## src/qei_pkg.sv

```systemverilog
package qei_pkg;
  // Register indices on the plain port
  localparam logic [2:0] CTRL_IDX  = 3'h0;
  localparam logic [2:0] POS_IDX   = 3'h1;
  localparam logic [2:0] LIMIT_IDX = 3'h2;
  localparam logic [2:0] FILT_IDX  = 3'h3;
  localparam logic [2:0] STAT_IDX  = 3'h4;

  // Field positions of encoder_control
  localparam int ERR_BIT  = 15;
  localparam int SIDL_BIT = 13;
  localparam int MARK_BIT = 12;
  localparam int DIR_BIT  = 11;
  localparam int MODE_HI  = 10;
  localparam int MODE_LO  = 8;
  localparam int SWAP_BIT = 7;
  localparam int DOUT_BIT = 6;
  localparam int GATE_BIT = 5;
  localparam int PS_HI    = 4;
  localparam int PS_LO    = 3;
  localparam int MRST_BIT = 2;
  localparam int TCS_BIT  = 1;
  localparam int DSRC_BIT = 0;

  // Filter register fields
  localparam int FEN_BIT = 7;
  localparam int FCK_HI  = 6;
  localparam int FCK_LO  = 4;

  localparam logic [15:0] CTRL_RESET  = 16'h0000;
  localparam logic [15:0] LIMIT_RESET = 16'hFFFF;
  localparam logic [15:0] CTRL_WMASK  = 16'hA7FF;

  localparam logic [2:0] MODE_OFF   = 3'h0;
  localparam logic [2:0] MODE_TIMER = 3'h1;
  localparam logic [2:0] MODE_X2IDX = 3'h4;
  localparam logic [2:0] MODE_X2LIM = 3'h5;
  localparam logic [2:0] MODE_X4IDX = 3'h6;
  localparam logic [2:0] MODE_X4LIM = 3'h7;

  // Prescale terminal counts (divide minus one)
  localparam logic [7:0] PS_DIV1   = 8'h00;
  localparam logic [7:0] PS_DIV8   = 8'h07;
  localparam logic [7:0] PS_DIV64  = 8'h3F;
  localparam logic [7:0] PS_DIV256 = 8'hFF;

  // Filter sample divider terminal counts (divide minus one)
  localparam logic [7:0] FDIV_1   = 8'h00;
  localparam logic [7:0] FDIV_2   = 8'h01;
  localparam logic [7:0] FDIV_4   = 8'h03;
  localparam logic [7:0] FDIV_16  = 8'h0F;
  localparam logic [7:0] FDIV_32  = 8'h1F;
  localparam logic [7:0] FDIV_64  = 8'h3F;
  localparam logic [7:0] FDIV_128 = 8'h7F;
  localparam logic [7:0] FDIV_256 = 8'hFF;

  // Filter: samples that must agree
  localparam logic [1:0] FILT_AGREE = 2'h3;
endpackage

```

## src/quadrature_encoder_interface.sv

```systemverilog
// Function
// - Mode 111 x4 with limit-match reset; 110 x4 with marker reset.
// - Mode 101 x2 with limit-match reset; 100 x2 with marker reset.
// - Modes 000, 011, 010 leave encoder and timer disabled.
// - Mode 001 runs the 16-bit timer/counter instead of decoding.
// - Sixteen-bit position counter counting up or down by direction.
// - Inputs are phase A, phase B and marker pulse.
// - Count error flag bit 15 set on error, only in 110 or 100.
// - Stop-when-idle bit 13 halts the module while chip is idle.
// - Bit 12 reads the marker pin level.
// - Bit 11 reads one for positive direction, zero for negative.
// - Direction bit hardware-owned in encoder modes, software-writable in timer mode.
// - Swap bit 7 exchanges phase A and B before decoding.
// - Bit 6 drives direction status onto the direction pin.
// - Timer prescaler only acts in timer mode.
// - Marker-reset enable only honoured in modes 100 and 110.
// - Direction source select ignored in encoder modes.
// - Programmable digital noise filters on phase and marker inputs.
// - Marker-reset enable bit 2 lets marker pulse clear the counter.
// - Direction source one uses phase B pin, zero uses direction bit.
// - Timer clock from phase A rising edge or internal clock.
// - Prescale codes 00..11 divide by 1, 8, 64, 256.
//
// The register offsets and strobed register access were left to the implementer.
module quadrature_encoder_interface
  import qei_pkg::*;
(
  // Clock and reset
  input  wire logic        mclk,
  input  wire logic        srst,
  // Register port
  input  wire logic [2:0]  regAddr,
  input  wire logic [15:0] regWdata,
  input  wire logic        regWr,
  input  wire logic        regRd,
  output logic      [15:0] regRdata,
  // Chip state
  input  wire logic        chipIdle,
  // Encoder pins
  input  wire logic        phaseAPin,
  input  wire logic        phaseBPin,
  input  wire logic        markerPin,
  // Direction pin
  output logic             dirPinOut,
  output logic             dirPinOe,
  // Events
  output logic             countErrorPulse
);
  logic [15:0] ctrl_r;
  logic [15:0] posCount_r;
  logic [15:0] countLimit_r;
  logic [7:0]  filtCfg_r;
  logic        countError_r;
  logic        dirStatus_r;
  logic        aPrev_r;
  logic        bPrev_r;
  logic        mPrev_r;
  logic        gatePrev_r;
  logic [7:0]  fdiv_r;
  logic        fTick_r;

  logic [2:0]  modeSelect;
  logic        encMode;
  logic        timerMode;
  logic        running;
  logic        aF;
  logic        bF;
  logic        mF;
  logic        aDec;
  logic        bDec;
  logic        aEdge;
  logic        bEdge;
  logic        step;
  logic        dirUp;
  logic        illegal;
  logic        markerRise;
  logic        markerReset;
  logic        limitMatch;
  logic        timerSrcTick;
  logic        timerTick;
  logic [7:0]  psTerm;
  logic [7:0]  fTerm;
  logic        timerDir;
  logic        ctrlWr;

  assign modeSelect = ctrl_r[MODE_HI:MODE_LO];
  assign encMode    = modeSelect[2];
  assign timerMode  = (modeSelect == MODE_TIMER);
  assign ctrlWr     = regWr && (regAddr == CTRL_IDX);

  // Idle gating
  // halt while idle
  assign running = !(ctrl_r[SIDL_BIT] && chipIdle);

  // Filter sample-rate divider, shared by all three channels
  always_comb
  begin
    case (filtCfg_r[FCK_HI:FCK_LO])
      3'h0:    fTerm = FDIV_1;
      3'h1:    fTerm = FDIV_2;
      3'h2:    fTerm = FDIV_4;
      3'h3:    fTerm = FDIV_16;
      3'h4:    fTerm = FDIV_32;
      3'h5:    fTerm = FDIV_64;
      3'h6:    fTerm = FDIV_128;
      default: fTerm = FDIV_256;
    endcase
  end

  always_ff @(posedge mclk)
  begin
    if (srst)
    begin
      fdiv_r  <= 8'h00;
      fTick_r <= 1'b0;
    end
    else if (fdiv_r >= fTerm)
    begin
      fdiv_r  <= 8'h00;
      fTick_r <= 1'b1;
    end
    else
    begin
      fdiv_r  <= fdiv_r + 8'h01;
      fTick_r <= 1'b0;
    end
  end

  pin_sync u_syncA
  (
    .mclk     (mclk),
    .srst     (srst),
    .sampleEn (fTick_r),
    .filterOn (filtCfg_r[FEN_BIT]),
    .pinIn    (phaseAPin),
    .levelOut (aF)
  );

  pin_sync u_syncB
  (
    .mclk     (mclk),
    .srst     (srst),
    .sampleEn (fTick_r),
    .filterOn (filtCfg_r[FEN_BIT]),
    .pinIn    (phaseBPin),
    .levelOut (bF)
  );

  pin_sync u_syncM
  (
    .mclk     (mclk),
    .srst     (srst),
    .sampleEn (fTick_r),
    .filterOn (filtCfg_r[FEN_BIT]),
    .pinIn    (markerPin),
    .levelOut (mF)
  );

  assign aDec = ctrl_r[SWAP_BIT] ? bF : aF;
  assign bDec = ctrl_r[SWAP_BIT] ? aF : bF;

  always_ff @(posedge mclk)
  begin
    if (srst)
    begin
      aPrev_r    <= 1'b0;
      bPrev_r    <= 1'b0;
      mPrev_r    <= 1'b0;
      gatePrev_r <= 1'b0;
    end
    else
    begin
      aPrev_r    <= aDec;
      bPrev_r    <= bDec;
      mPrev_r    <= mF;
      gatePrev_r <= aF;
    end
  end

  assign aEdge = aDec ^ aPrev_r;
  assign bEdge = bDec ^ bPrev_r;

  assign illegal = aEdge && bEdge;

  // x4 on both phases, x2 on phase A only; direction from phase relation
  always_comb
  begin
    step  = 1'b0;
    dirUp = dirStatus_r;
    if (!illegal)
    begin
      if (aEdge)
      begin
        step  = 1'b1;
        dirUp = (aDec != bDec);
      end
      else if (bEdge && modeSelect[1])
      begin
        step  = 1'b1;
        dirUp = (aDec == bDec);
      end
    end
  end

  assign markerRise = mF && !mPrev_r;
  // marker reset only in 100 and 110
  assign markerReset = markerRise && ctrl_r[MRST_BIT] && !modeSelect[0];
  assign limitMatch  = (posCount_r == countLimit_r);

  assign timerSrcTick = ctrl_r[TCS_BIT] ? (aF && !gatePrev_r) : 1'b1;

  always_comb
  begin
    case (ctrl_r[PS_HI:PS_LO])
      2'h0:    psTerm = PS_DIV1;
      2'h1:    psTerm = PS_DIV8;
      2'h2:    psTerm = PS_DIV64;
      default: psTerm = PS_DIV256;
    endcase
  end

  // prescaler fed only in timer mode
  prescaler u_presc
  (
    .mclk      (mclk),
    .srst      (srst),
    .tickIn    (timerSrcTick && timerMode && running),
    .termCount (psTerm),
    .tickOut   (timerTick)
  );

  assign timerDir = ctrl_r[DSRC_BIT] ? bF : dirStatus_r;

  // x4 modes and their reset sources
  // x2 modes and their reset sources
  always_ff @(posedge mclk)
  begin
    if (srst)
      posCount_r <= 16'h0000;
    else if (regWr && (regAddr == POS_IDX))
      posCount_r <= regWdata;
    else if (running)
    begin
      case (modeSelect)
        MODE_X4LIM, MODE_X2LIM:
        begin
          if (step)
            posCount_r <= (limitMatch && dirUp) ? 16'h0000
                        : (posCount_r == 16'h0000 && !dirUp) ? countLimit_r
                        : dirUp ? posCount_r + 16'h0001 : posCount_r - 16'h0001;
        end
        MODE_X4IDX, MODE_X2IDX:
        begin
          if (markerReset)
            posCount_r <= 16'h0000;
          else if (step)
            posCount_r <= dirUp ? posCount_r + 16'h0001 : posCount_r - 16'h0001;
        end
        MODE_TIMER:
        begin
          // Gated accumulation counts only while phase A is high
          if (timerTick && (!ctrl_r[GATE_BIT] || aF))
          begin
            if (limitMatch && timerDir)
              posCount_r <= 16'h0000;
            else
              posCount_r <= timerDir ? posCount_r + 16'h0001 : posCount_r - 16'h0001;
          end
        end
        default:
          posCount_r <= posCount_r;
      endcase
    end
  end

  // hardware-owned in encoder modes, software in timer mode
  always_ff @(posedge mclk)
  begin
    if (srst)
      dirStatus_r <= 1'b0;
    else if (encMode && running && step)
      dirStatus_r <= dirUp;
    else if (ctrlWr && timerMode)
      dirStatus_r <= regWdata[DIR_BIT];
  end

  // count error flag; set wins over software clear
  always_ff @(posedge mclk)
  begin
    if (srst)
    begin
      countError_r    <= 1'b0;
      countErrorPulse <= 1'b0;
    end
    else
    begin
      countErrorPulse <= 1'b0;
      if (running && illegal && encMode && !modeSelect[0])
      begin
        countError_r    <= 1'b1;
        countErrorPulse <= 1'b1;
      end
      else if (ctrlWr)
        countError_r <= regWdata[ERR_BIT];
    end
  end

  // Control, limit and filter registers
  always_ff @(posedge mclk)
  begin
    if (srst)
    begin
      ctrl_r       <= CTRL_RESET;
      countLimit_r <= LIMIT_RESET;
      filtCfg_r    <= 8'h00;
    end
    else if (regWr)
    begin
      case (regAddr)
        CTRL_IDX:  ctrl_r <= regWdata & CTRL_WMASK;
        LIMIT_IDX: countLimit_r <= regWdata;
        FILT_IDX:  filtCfg_r <= {regWdata[FEN_BIT:FCK_LO], 4'h0};
        default:   ctrl_r <= ctrl_r;
      endcase
    end
  end

  always_ff @(posedge mclk)
  begin
    if (srst)
    begin
      dirPinOut <= 1'b0;
      dirPinOe  <= 1'b0;
    end
    else
    begin
      dirPinOut <= dirStatus_r;
      dirPinOe  <= ctrl_r[DOUT_BIT];
    end
  end

  always_ff @(posedge mclk)
  begin
    if (srst)
      regRdata <= 16'h0000;
    else if (regRd)
    begin
      case (regAddr)
        CTRL_IDX:
        begin
          regRdata           <= ctrl_r;
          regRdata[ERR_BIT]  <= countError_r;
          regRdata[MARK_BIT] <= mF;
          regRdata[DIR_BIT]  <= dirStatus_r;
        end
        POS_IDX:   regRdata <= posCount_r;
        LIMIT_IDX: regRdata <= countLimit_r;
        FILT_IDX:  regRdata <= {8'h00, filtCfg_r};
        STAT_IDX:  regRdata <= {13'h0000, mF, bF, aF};
        default:   regRdata <= 16'h0000;
      endcase
    end
    else
      regRdata <= 16'h0000;
  end
endmodule

```

## src/pin_sync.sv

```systemverilog
module pin_sync
  import qei_pkg::*;
(
  // Clock and reset
  input  wire logic mclk,
  input  wire logic srst,
  // Sampling
  input  wire logic sampleEn,
  input  wire logic filterOn,
  input  wire logic pinIn,
  output logic      levelOut
);
  logic       s1_r;
  logic       s2_r;
  logic       s3_r;
  logic       stable_r;
  logic [1:0] agree_r;

  always_ff @(posedge mclk)
  begin
    if (srst)
    begin
      s1_r <= 1'b0;
      s2_r <= 1'b0;
      s3_r <= 1'b0;
    end
    else
    begin
      s1_r <= pinIn;
      s2_r <= s1_r;
      s3_r <= s2_r;
    end
  end

  // Change counts once stages two and three agree; filter needs several agreeing samples
  always_ff @(posedge mclk)
  begin
    if (srst)
    begin
      stable_r <= 1'b0;
      agree_r  <= 2'h0;
      levelOut <= 1'b0;
    end
    else
    begin
      if (s2_r == s3_r)
        stable_r <= s2_r;
      if (!filterOn)
      begin
        agree_r  <= 2'h0;
        levelOut <= stable_r;
      end
      else if (sampleEn)
      begin
        if (stable_r == levelOut)
          agree_r <= 2'h0;
        else if (agree_r == FILT_AGREE - 2'h1)
        begin
          agree_r  <= 2'h0;
          levelOut <= stable_r;
        end
        else
          agree_r <= agree_r + 2'h1;
      end
    end
  end
endmodule

```

## src/prescaler.sv

```systemverilog
module prescaler
  import qei_pkg::*;
(
  // Clock and reset
  input  wire logic       mclk,
  input  wire logic       srst,
  // Tick in, divided tick out
  input  wire logic       tickIn,
  input  wire logic [7:0] termCount,
  output logic            tickOut
);
  logic [7:0] cnt_r;

  always_ff @(posedge mclk)
  begin
    if (srst)
    begin
      cnt_r   <= 8'h00;
      tickOut <= 1'b0;
    end
    else
    begin
      tickOut <= 1'b0;
      if (tickIn)
      begin
        if (cnt_r >= termCount)
        begin
          cnt_r   <= 8'h00;
          tickOut <= 1'b1;
        end
        else
          cnt_r <= cnt_r + 8'h01;
      end
    end
  end
endmodule

```

## config.mk

```make
export PLATFORM = sky130hd
export DESIGN_NAME = quadrature_encoder_interface
export DESIGN_NICKNAME = d
export VERILOG_FILES = /design/src/qei_pkg.sv /design/src/quadrature_encoder_interface.sv /design/src/pin_sync.sv /design/src/prescaler.sv
export SDC_FILE = /design/constraint.sdc
export NUM_CORES = 1
export LEC_CHECK = 0
export BUFFER_PORTS_ARGS = -buffer_cell sky130_fd_sc_hd__clkbuf_2
export CAP_MARGIN = 0
export CORE_MARGIN = 2
export CORE_UTILIZATION = 30
export DETAILED_ROUTE_END_ITERATION = 10
export PLACE_DENSITY = 0.54
export SLEW_MARGIN = 20
export SYNTH_ARGS = -nofsm -noshare
export SYNTH_HDL_FRONTEND = slang
export SYNTH_HIERARCHICAL = 1
export SYNTH_SLANG_ARGS = --single-unit
export TNS_END_PERCENT = 100
```

## constraint.sdc

```tcl
create_clock -name mclk -period 5.8 [get_ports mclk]
set_input_delay 0.58 -clock mclk [delete_from_list [all_inputs] [get_ports mclk]]
set_output_delay 0.58 -clock mclk [all_outputs]
set_load 0.1 [all_outputs]
```

Word-level counts from Yosys, hierarchy flattened
Cells that the tools add are included.
Storage, ports and cells
  input bits: 27
  flip-flop bits (word level): 112
  output and inout bits: 19
Operators by class
  reductions and logical operators: 48
  bitwise gates (word level): 5
  eq/ne operators: 40
  add/sub/neg operators: 7
  $lt $le $gt $ge: 2
  multiplexer cells: 51
Operators with widths (number)
  16-bit two-way mux: 11
  16-bit case mux with 5 select lines: 1
  8-bit case mux with 7 select lines: 1
  16-bit case mux with 3 select lines: 1
  1-bit two-way mux: 29
  3-bit equality test (second input constant): 8
  8-bit case mux with 3 select lines: 1
  1-bit logical AND: 21
  16-bit by 1-bit adder with 16-bit output (second input constant): 1
  8-bit by 1-bit adder with 8-bit output (second input constant): 2
  16-bit equality test: 1
  8-bit >= comparator: 2
  16-bit zero test: 1
  16-bit by 1-bit subtractor with 16-bit output (second input constant): 1
  3-bit by 2-bit equality test with 1-bit output (second input constant): 4
  2-bit two-way mux: 6
  2-bit OR reduction: 6
  2-bit by 1-bit inequality test with 1-bit output (second input constant): 5
  3-bit by 1-bit equality test with 1-bit output (second input constant): 3
  3-bit AND reduction: 3
  2-bit equality test (second input constant): 4
  8-bit two-way mux: 1
  1-bit equality test: 7
  2-bit by 1-bit adder with 2-bit output (second input constant): 3
  other kinds (16): 30

Logic depth before layout (Yosys ltp)
  depth in word-level cells: 14
  mapped depth: 11
  gate-level depth less buffers: 9

By module
The synthesis kept the hierarchy.
Modules (own cells, without submodules)
  quadrature_encoder_interface: seq. area each 1641.6 um^2, times used 1, cells each 739, area each 5487.8 um^2
  pin_sync: seq. area each 140.1 um^2, times used 3, cells each 26, area each 279.0 um^2
  prescaler: seq. area each 180.2 um^2, times used 1, cells each 64, area each 610.6 um^2

Worst setup path after synthesis
No wires, ideal clock.
  path type: reg-to-reg
  start point: register posCount_r[0]
  end point: register posCount_r[10]
  stages on the path, launching flop included: 11
  path slack: 3.056 ns
  buffers on the path: 1
  arrival: 2.616 ns
  period minus slack after synthesis: 2.744 ns
  data required time: 5.671 ns
  path through: dfxtp_1 -> clkbuf_1 -> inv_1 -> ha_1 -> or3b_1 -> or3_1 -> nor3_1 -> xnor2_1 -> o221ai_1 -> a2111oi_0 -> nor2_1
On the way
  longest elaborated chain between the ends: 8
  elaborated cells between the ends (all ways): 19
  those cells by class: add/sub: 2; eq/ne: 1; mux: 12; reduce/logical: 4
RTL lines
  start, declared: line quadrature_encoder_interface.sv:50  | logic [15:0] posCount_r;
  start signal, assigned: line quadrature_encoder_interface.sv:241  | posCount_r <= regWdata;
  start signal, assigned: line quadrature_encoder_interface.sv:248  | posCount_r <= (limitMatch && dirUp) ? 16'h0000
  start signal, assigned: line quadrature_encoder_interface.sv:257  | posCount_r <= dirUp ? posCount_r + 16'h0001 : posCount_r - 16'h0001;
  16-bit by 1-bit subtractor with 16-bit output, or another cell as far along: line quadrature_encoder_interface.sv:250, quadrature_encoder_interface.sv:257, quadrature_encoder_interface.sv:267
  16-bit two-way mux / 1-bit logical AND (equally long branches): line quadrature_encoder_interface.sv:250, quadrature_encoder_interface.sv:257, quadrature_encoder_interface.sv:249
  16-bit two-way mux: line quadrature_encoder_interface.sv:249  | : (posCount_r == 16'h0000 && !dirUp) ? countLimit_r
  16-bit two-way mux: line quadrature_encoder_interface.sv:248
  16-bit two-way mux: line quadrature_encoder_interface.sv:247  | if (step)
  16-bit case mux with 3 select lines *: line quadrature_encoder_interface.sv:244  | case (modeSelect)
  16-bit two-way mux *: line quadrature_encoder_interface.sv:242  | else if (running)
  16-bit two-way mux *: line quadrature_encoder_interface.sv:240  | else if (regWr && (regAddr == POS_IDX))
Every way passes the cells marked *; elsewhere a longest branch is shown, timed or not. The select of a mux whose other input is x is not followed.
A chain may end at the register's enable or synchronous reset.

Final worst setup path
  start point: register posCount_r[3]
  end point: register posCount_r[10]
Same word-level chain as after synthesis.

==> metrics list <==
* Outcome: finished, final reports clean
- Total area of multi-input combinational cells: 0.00436 mm2
- Routability-driven placement finished with a final weighted congestion of 0.936.
- The sequential cells in the finished layout cover a total of 0.00224 mm2.
* Number of sinks driven by the clock tree: 112
* Terminus of the critical flop-to-flop path: posCount_r[10]
* Leading cell types in the layout, fill and taps excluded: sky130_fd_sc_hd__dfxtp_1, sky130_fd_sc_hd__nor2_1, sky130_fd_sc_hd__nand2_1
- Number of filler cells placed in the layout: 2344
* Fraction of the yosys area taken by sequential cells: 0.323
* DIE WIDTH: 156 um
- Via count of the first global-routing pass: 6104
- The final number of hold-violating endpoints was 0.
- Timing analysis after detailed placement gives a worst setup slack of 2.42 ns.
* Async set-or-reset flop fraction in the synthesized netlist: 0
- Fraction of final layout cells sized beyond drive strength 1: 0.115
* Portion of the clock cycle consumed by the worst path in the final layout: 0.620
- Kind of capture point of the worst setup path: flip-flop
- From bottom edge to top edge, the die measures 156 um.
* Final worst-path setup slack: 2.20 ns
- Total Routed Length: 21600 um
- Stage delay of the slowest cell on the critical path: 0.86 ns
- Average wire per cell in the routed design: 18.4 um
* ANT nets after route: 0
- In this run the deepest clock path goes through 2 buffers.
- Adding up every negative setup slack in the final design gives 0 ns.
- Clock latency of the later-clocked register in the worst-skew pair: 0.37 ns
- In this run the core area contains 55 standard-cell rows.
- In the synthesized netlist the dominant register cell turns out to be sky130_fd_sc_hd__dfxtp_1.
- Leaving out fill and tap cells, the most frequent cell in the layout is sky130_fd_sc_hd__dfxtp_1.
- Across all register-to-register paths, the minimum setup slack is 2.20 ns.
* Net count reported at finish: 928
- Worst Tran Pin Value: 1.08 ns
- By area the synthesized netlist is led by sky130_fd_sc_hd__dfxtp_1, sky130_fd_sc_hd__nor2_1, sky130_fd_sc_hd__nand2_1, sky130_fd_sc_hd__xor2_1, sky130_fd_sc_hd__ha_1.
- The analysis attributes to cell leakage a power of 0.00289 uW.
* Total of warnings raised by yosys: 6
* Post-synth top area share: 0.323
* First-pass GRT wire length: 33900 um
- Fraction of the mapped netlist area in adder cells: 0.0379
* # setup viols final: 0
* Source of the worst register-to-register timing path: posCount_r[3]
- Post-synthesis to final-layout area growth: 9.56%
* Maximum fanout along the worst path: 19
- Once the clock tree was built, the resizer swapped 0 gates to a different size.
- Total nets after synthesis: 929
* Number of antenna repair diodes: 0
- Clock tree synthesis selected as its root buffer the cell sky130_fd_sc_hd__clkbuf_16.
- Clock skew on the completed layout was measured at 0.0130 ns.
* Initial cell density of the core: 0.306
- The slowest stage of the critical path is the sky130_fd_sc_hd__o31ai_1 cell.
- Critical path cell sequence: xor2_1 > nor4_1 > nand4_1 > o31ai_1 > o21ai_0 > a2111oi_0 > nor2_1
- Required @ worst endpoint: 6.05 ns
- The number of clock buffers added by TritonCTS is 9.
* Floorplan core area: 0.0226 mm2
- The critical path in this run is classified as flip-flop to flip-flop.
* IO Count: 46
- Via count: 6438
- In this run the cell area of the synthesized design comes to 0.00694 mm2.
- In this run, synthesis produced a sequential element count of 112.
* Mux contribution to synthesized area: 0.0476
* Hold Slack: 0.422 ns
- STA puts the critical path data arrival time at 3.85 ns.
- Setup repair after global routing missed its margin: no
* Area of the die: 0.0244 mm2
- Counting every instance in the synthesized netlist gives 881.
- Dominant combinational cell family by area after synthesis: simple AND/OR/NAND/NOR gates
- The number of different library cells used by synthesis comes to 73.
- The synthesized-area fraction occupied by ao, oa, aoi and oai cells came to 0.199.
- Cell taking the most area after synthesis: sky130_fd_sc_hd__dfxtp_1
- Entering global routing, the biggest net connects 75 pins.
- The worst pin sits at a relative slew slack of 0.278.
* CTS tree: built
- Count of pins over their slew limit: 0
* Post-detail-place hpwl: 15600 um
- Count of flip-flops with a built-in enable after synthesis: 0
- The worst register-to-register path has a depth of 7.
- Congestion Overflow GR: 0
* Type of the tightest min-delay check: primary input to flip-flop
* Total of hold buffers inserted after clock tree synthesis: 0
* DRT Pass-1 Iters: 5
- Maximum vdd drop: 0.141 mV
- Worst Hold Path Cells: 2
- Via density per instance: 5.50
- Simple-gate portion of the synthesized area: 0.272
- The clock period could shrink to 3.60 ns.
- CTS built an H-tree with a depth of 3.
* Hold path startpoint: phaseAPin
* Number of port buffers: 45
- DR DRC count: 0
- Total routing usage reported by global routing: 0.179
- Clock input transition at the sequential cells of the worst setup and hold paths: 0.09 ns
* Max cap viols: 0
- Power density relative to cell area: 237 mW/mm2
* Violation count after the first detailed-route iteration: 658
- Mapped Avg Cell Area: 7.87 um2
- The worst setup path is launched from a flip-flop.
- Buffers inserted during post-CTS setup optimization: 0
* Hold Path End: u_syncA/s1_r
- Achievable clock frequency: 0.278 GHz
* Initial antenna violation count: 0
- Of the total synthesized cell area, the portion taken by XOR and XNOR cells is 0.0707.
## registers in the layout, summed over array words and instances, names as in the netlist, 2 cells and up
| name | flops |
|---|---|
| countLimit_r | 16 |
| ctrl_r | 12 |
| fdiv_r | 8 |
| filtCfg_r | 4 |
| posCount_r | 16 |
| regRdata | 16 |
| u_presc/cnt_r | 8 |
| u_syncA/agree_r | 2 |
| u_syncB/agree_r | 2 |
| u_syncM/agree_r | 2 |
## through the flow
stage	cells	instance area (um2)	util	total power (uW)
final	1170	7600	0.336	1800
after detailed placement	1154	7290	0.322	1150
after CTS	1170	7600	0.336	1820
after floorplan	881	6940	-	1070
after global routing	1170	7600	0.336	1880
after global placement	1154	7290	0.322	1160
## metal layers
metal	vias up	wire length [um]	track usage
met5	-	0	0
met4	0	1100	0.110
met3	63	1070	0.0278
met2	222	9740	0.279
met1	3024	9660	0.232
li1	3129	-	-
## worst max-delay path, delay by kind of cell (launching register included)
family | cells | cell delay, ns
DFF | 1 | 0.75
xor gates and xnor gates | 1 | 0.14
AOI/OAI and AO/OA | 3 | 1.69
and+or+nand+nor | 3 | 0.88
## area by class of cell
| cell class | instances | area share |
|---|---|---|
| flip-flops and latches | 112 | 0.295 |
| multi-input cells | 686 | 0.574 |
| inverters | 23 | 0.0114 |
| clock buffers | 10 | 0.0301 |
| clock inverters | 6 | 0.0100 |
| well taps | 285 | 0.0469 |
| repair buffers | 48 | 0.0329 |
## how the worst max path moves through the flow
stage / from / endpoint / slack (ns)
floorplan: posCount_r[0] / posCount_r[10] / 3.06
global placement: regAddr[1] / posCount_r[10] / 2.54
detailed placement: posCount_r[3] / posCount_r[10] / 2.42
CTS: posCount_r[3] / posCount_r[10] / 2.37
global route: posCount_r[3] / posCount_r[10] / 1.95
finish: posCount_r[3] / posCount_r[10] / 2.20
## synthesized netlist by cell type (all sizes together) (5+ instances only)
cell type and n:
o211ai 6, buf 16, nand2 102, inv 23, and3 10, or2 7, a21oi 54, mux2i 24
xor2 38, nor4 6, dfxtp 112, nand2b 15, nor2 106, nor3 25, nand3b 24, or3 5
nand4 7, o221ai 12, a211oi 17, mux2 6, nor2b 26, clkbuf 44, a21o 6, a31oi 15
xnor2 18, o31ai 11, nand3 20, ha 21, o21ai 43, o22ai 12
## power breakdown
group	switching (uW)	internal, uW
clock	322	344
sequential	39.6	787
combinational	194	117
## logic make-up after synthesis
| family | count (synthesis) |
|---|---|
| flops | 112 |
| xor+xnor | 56 |
| buf+inv | 83 |
| fa+ha+maj | 21 |
| mux | 31 |
| compound gates | 207 |
| simple gates | 371 |
Power figures use the tool's default switching activity.
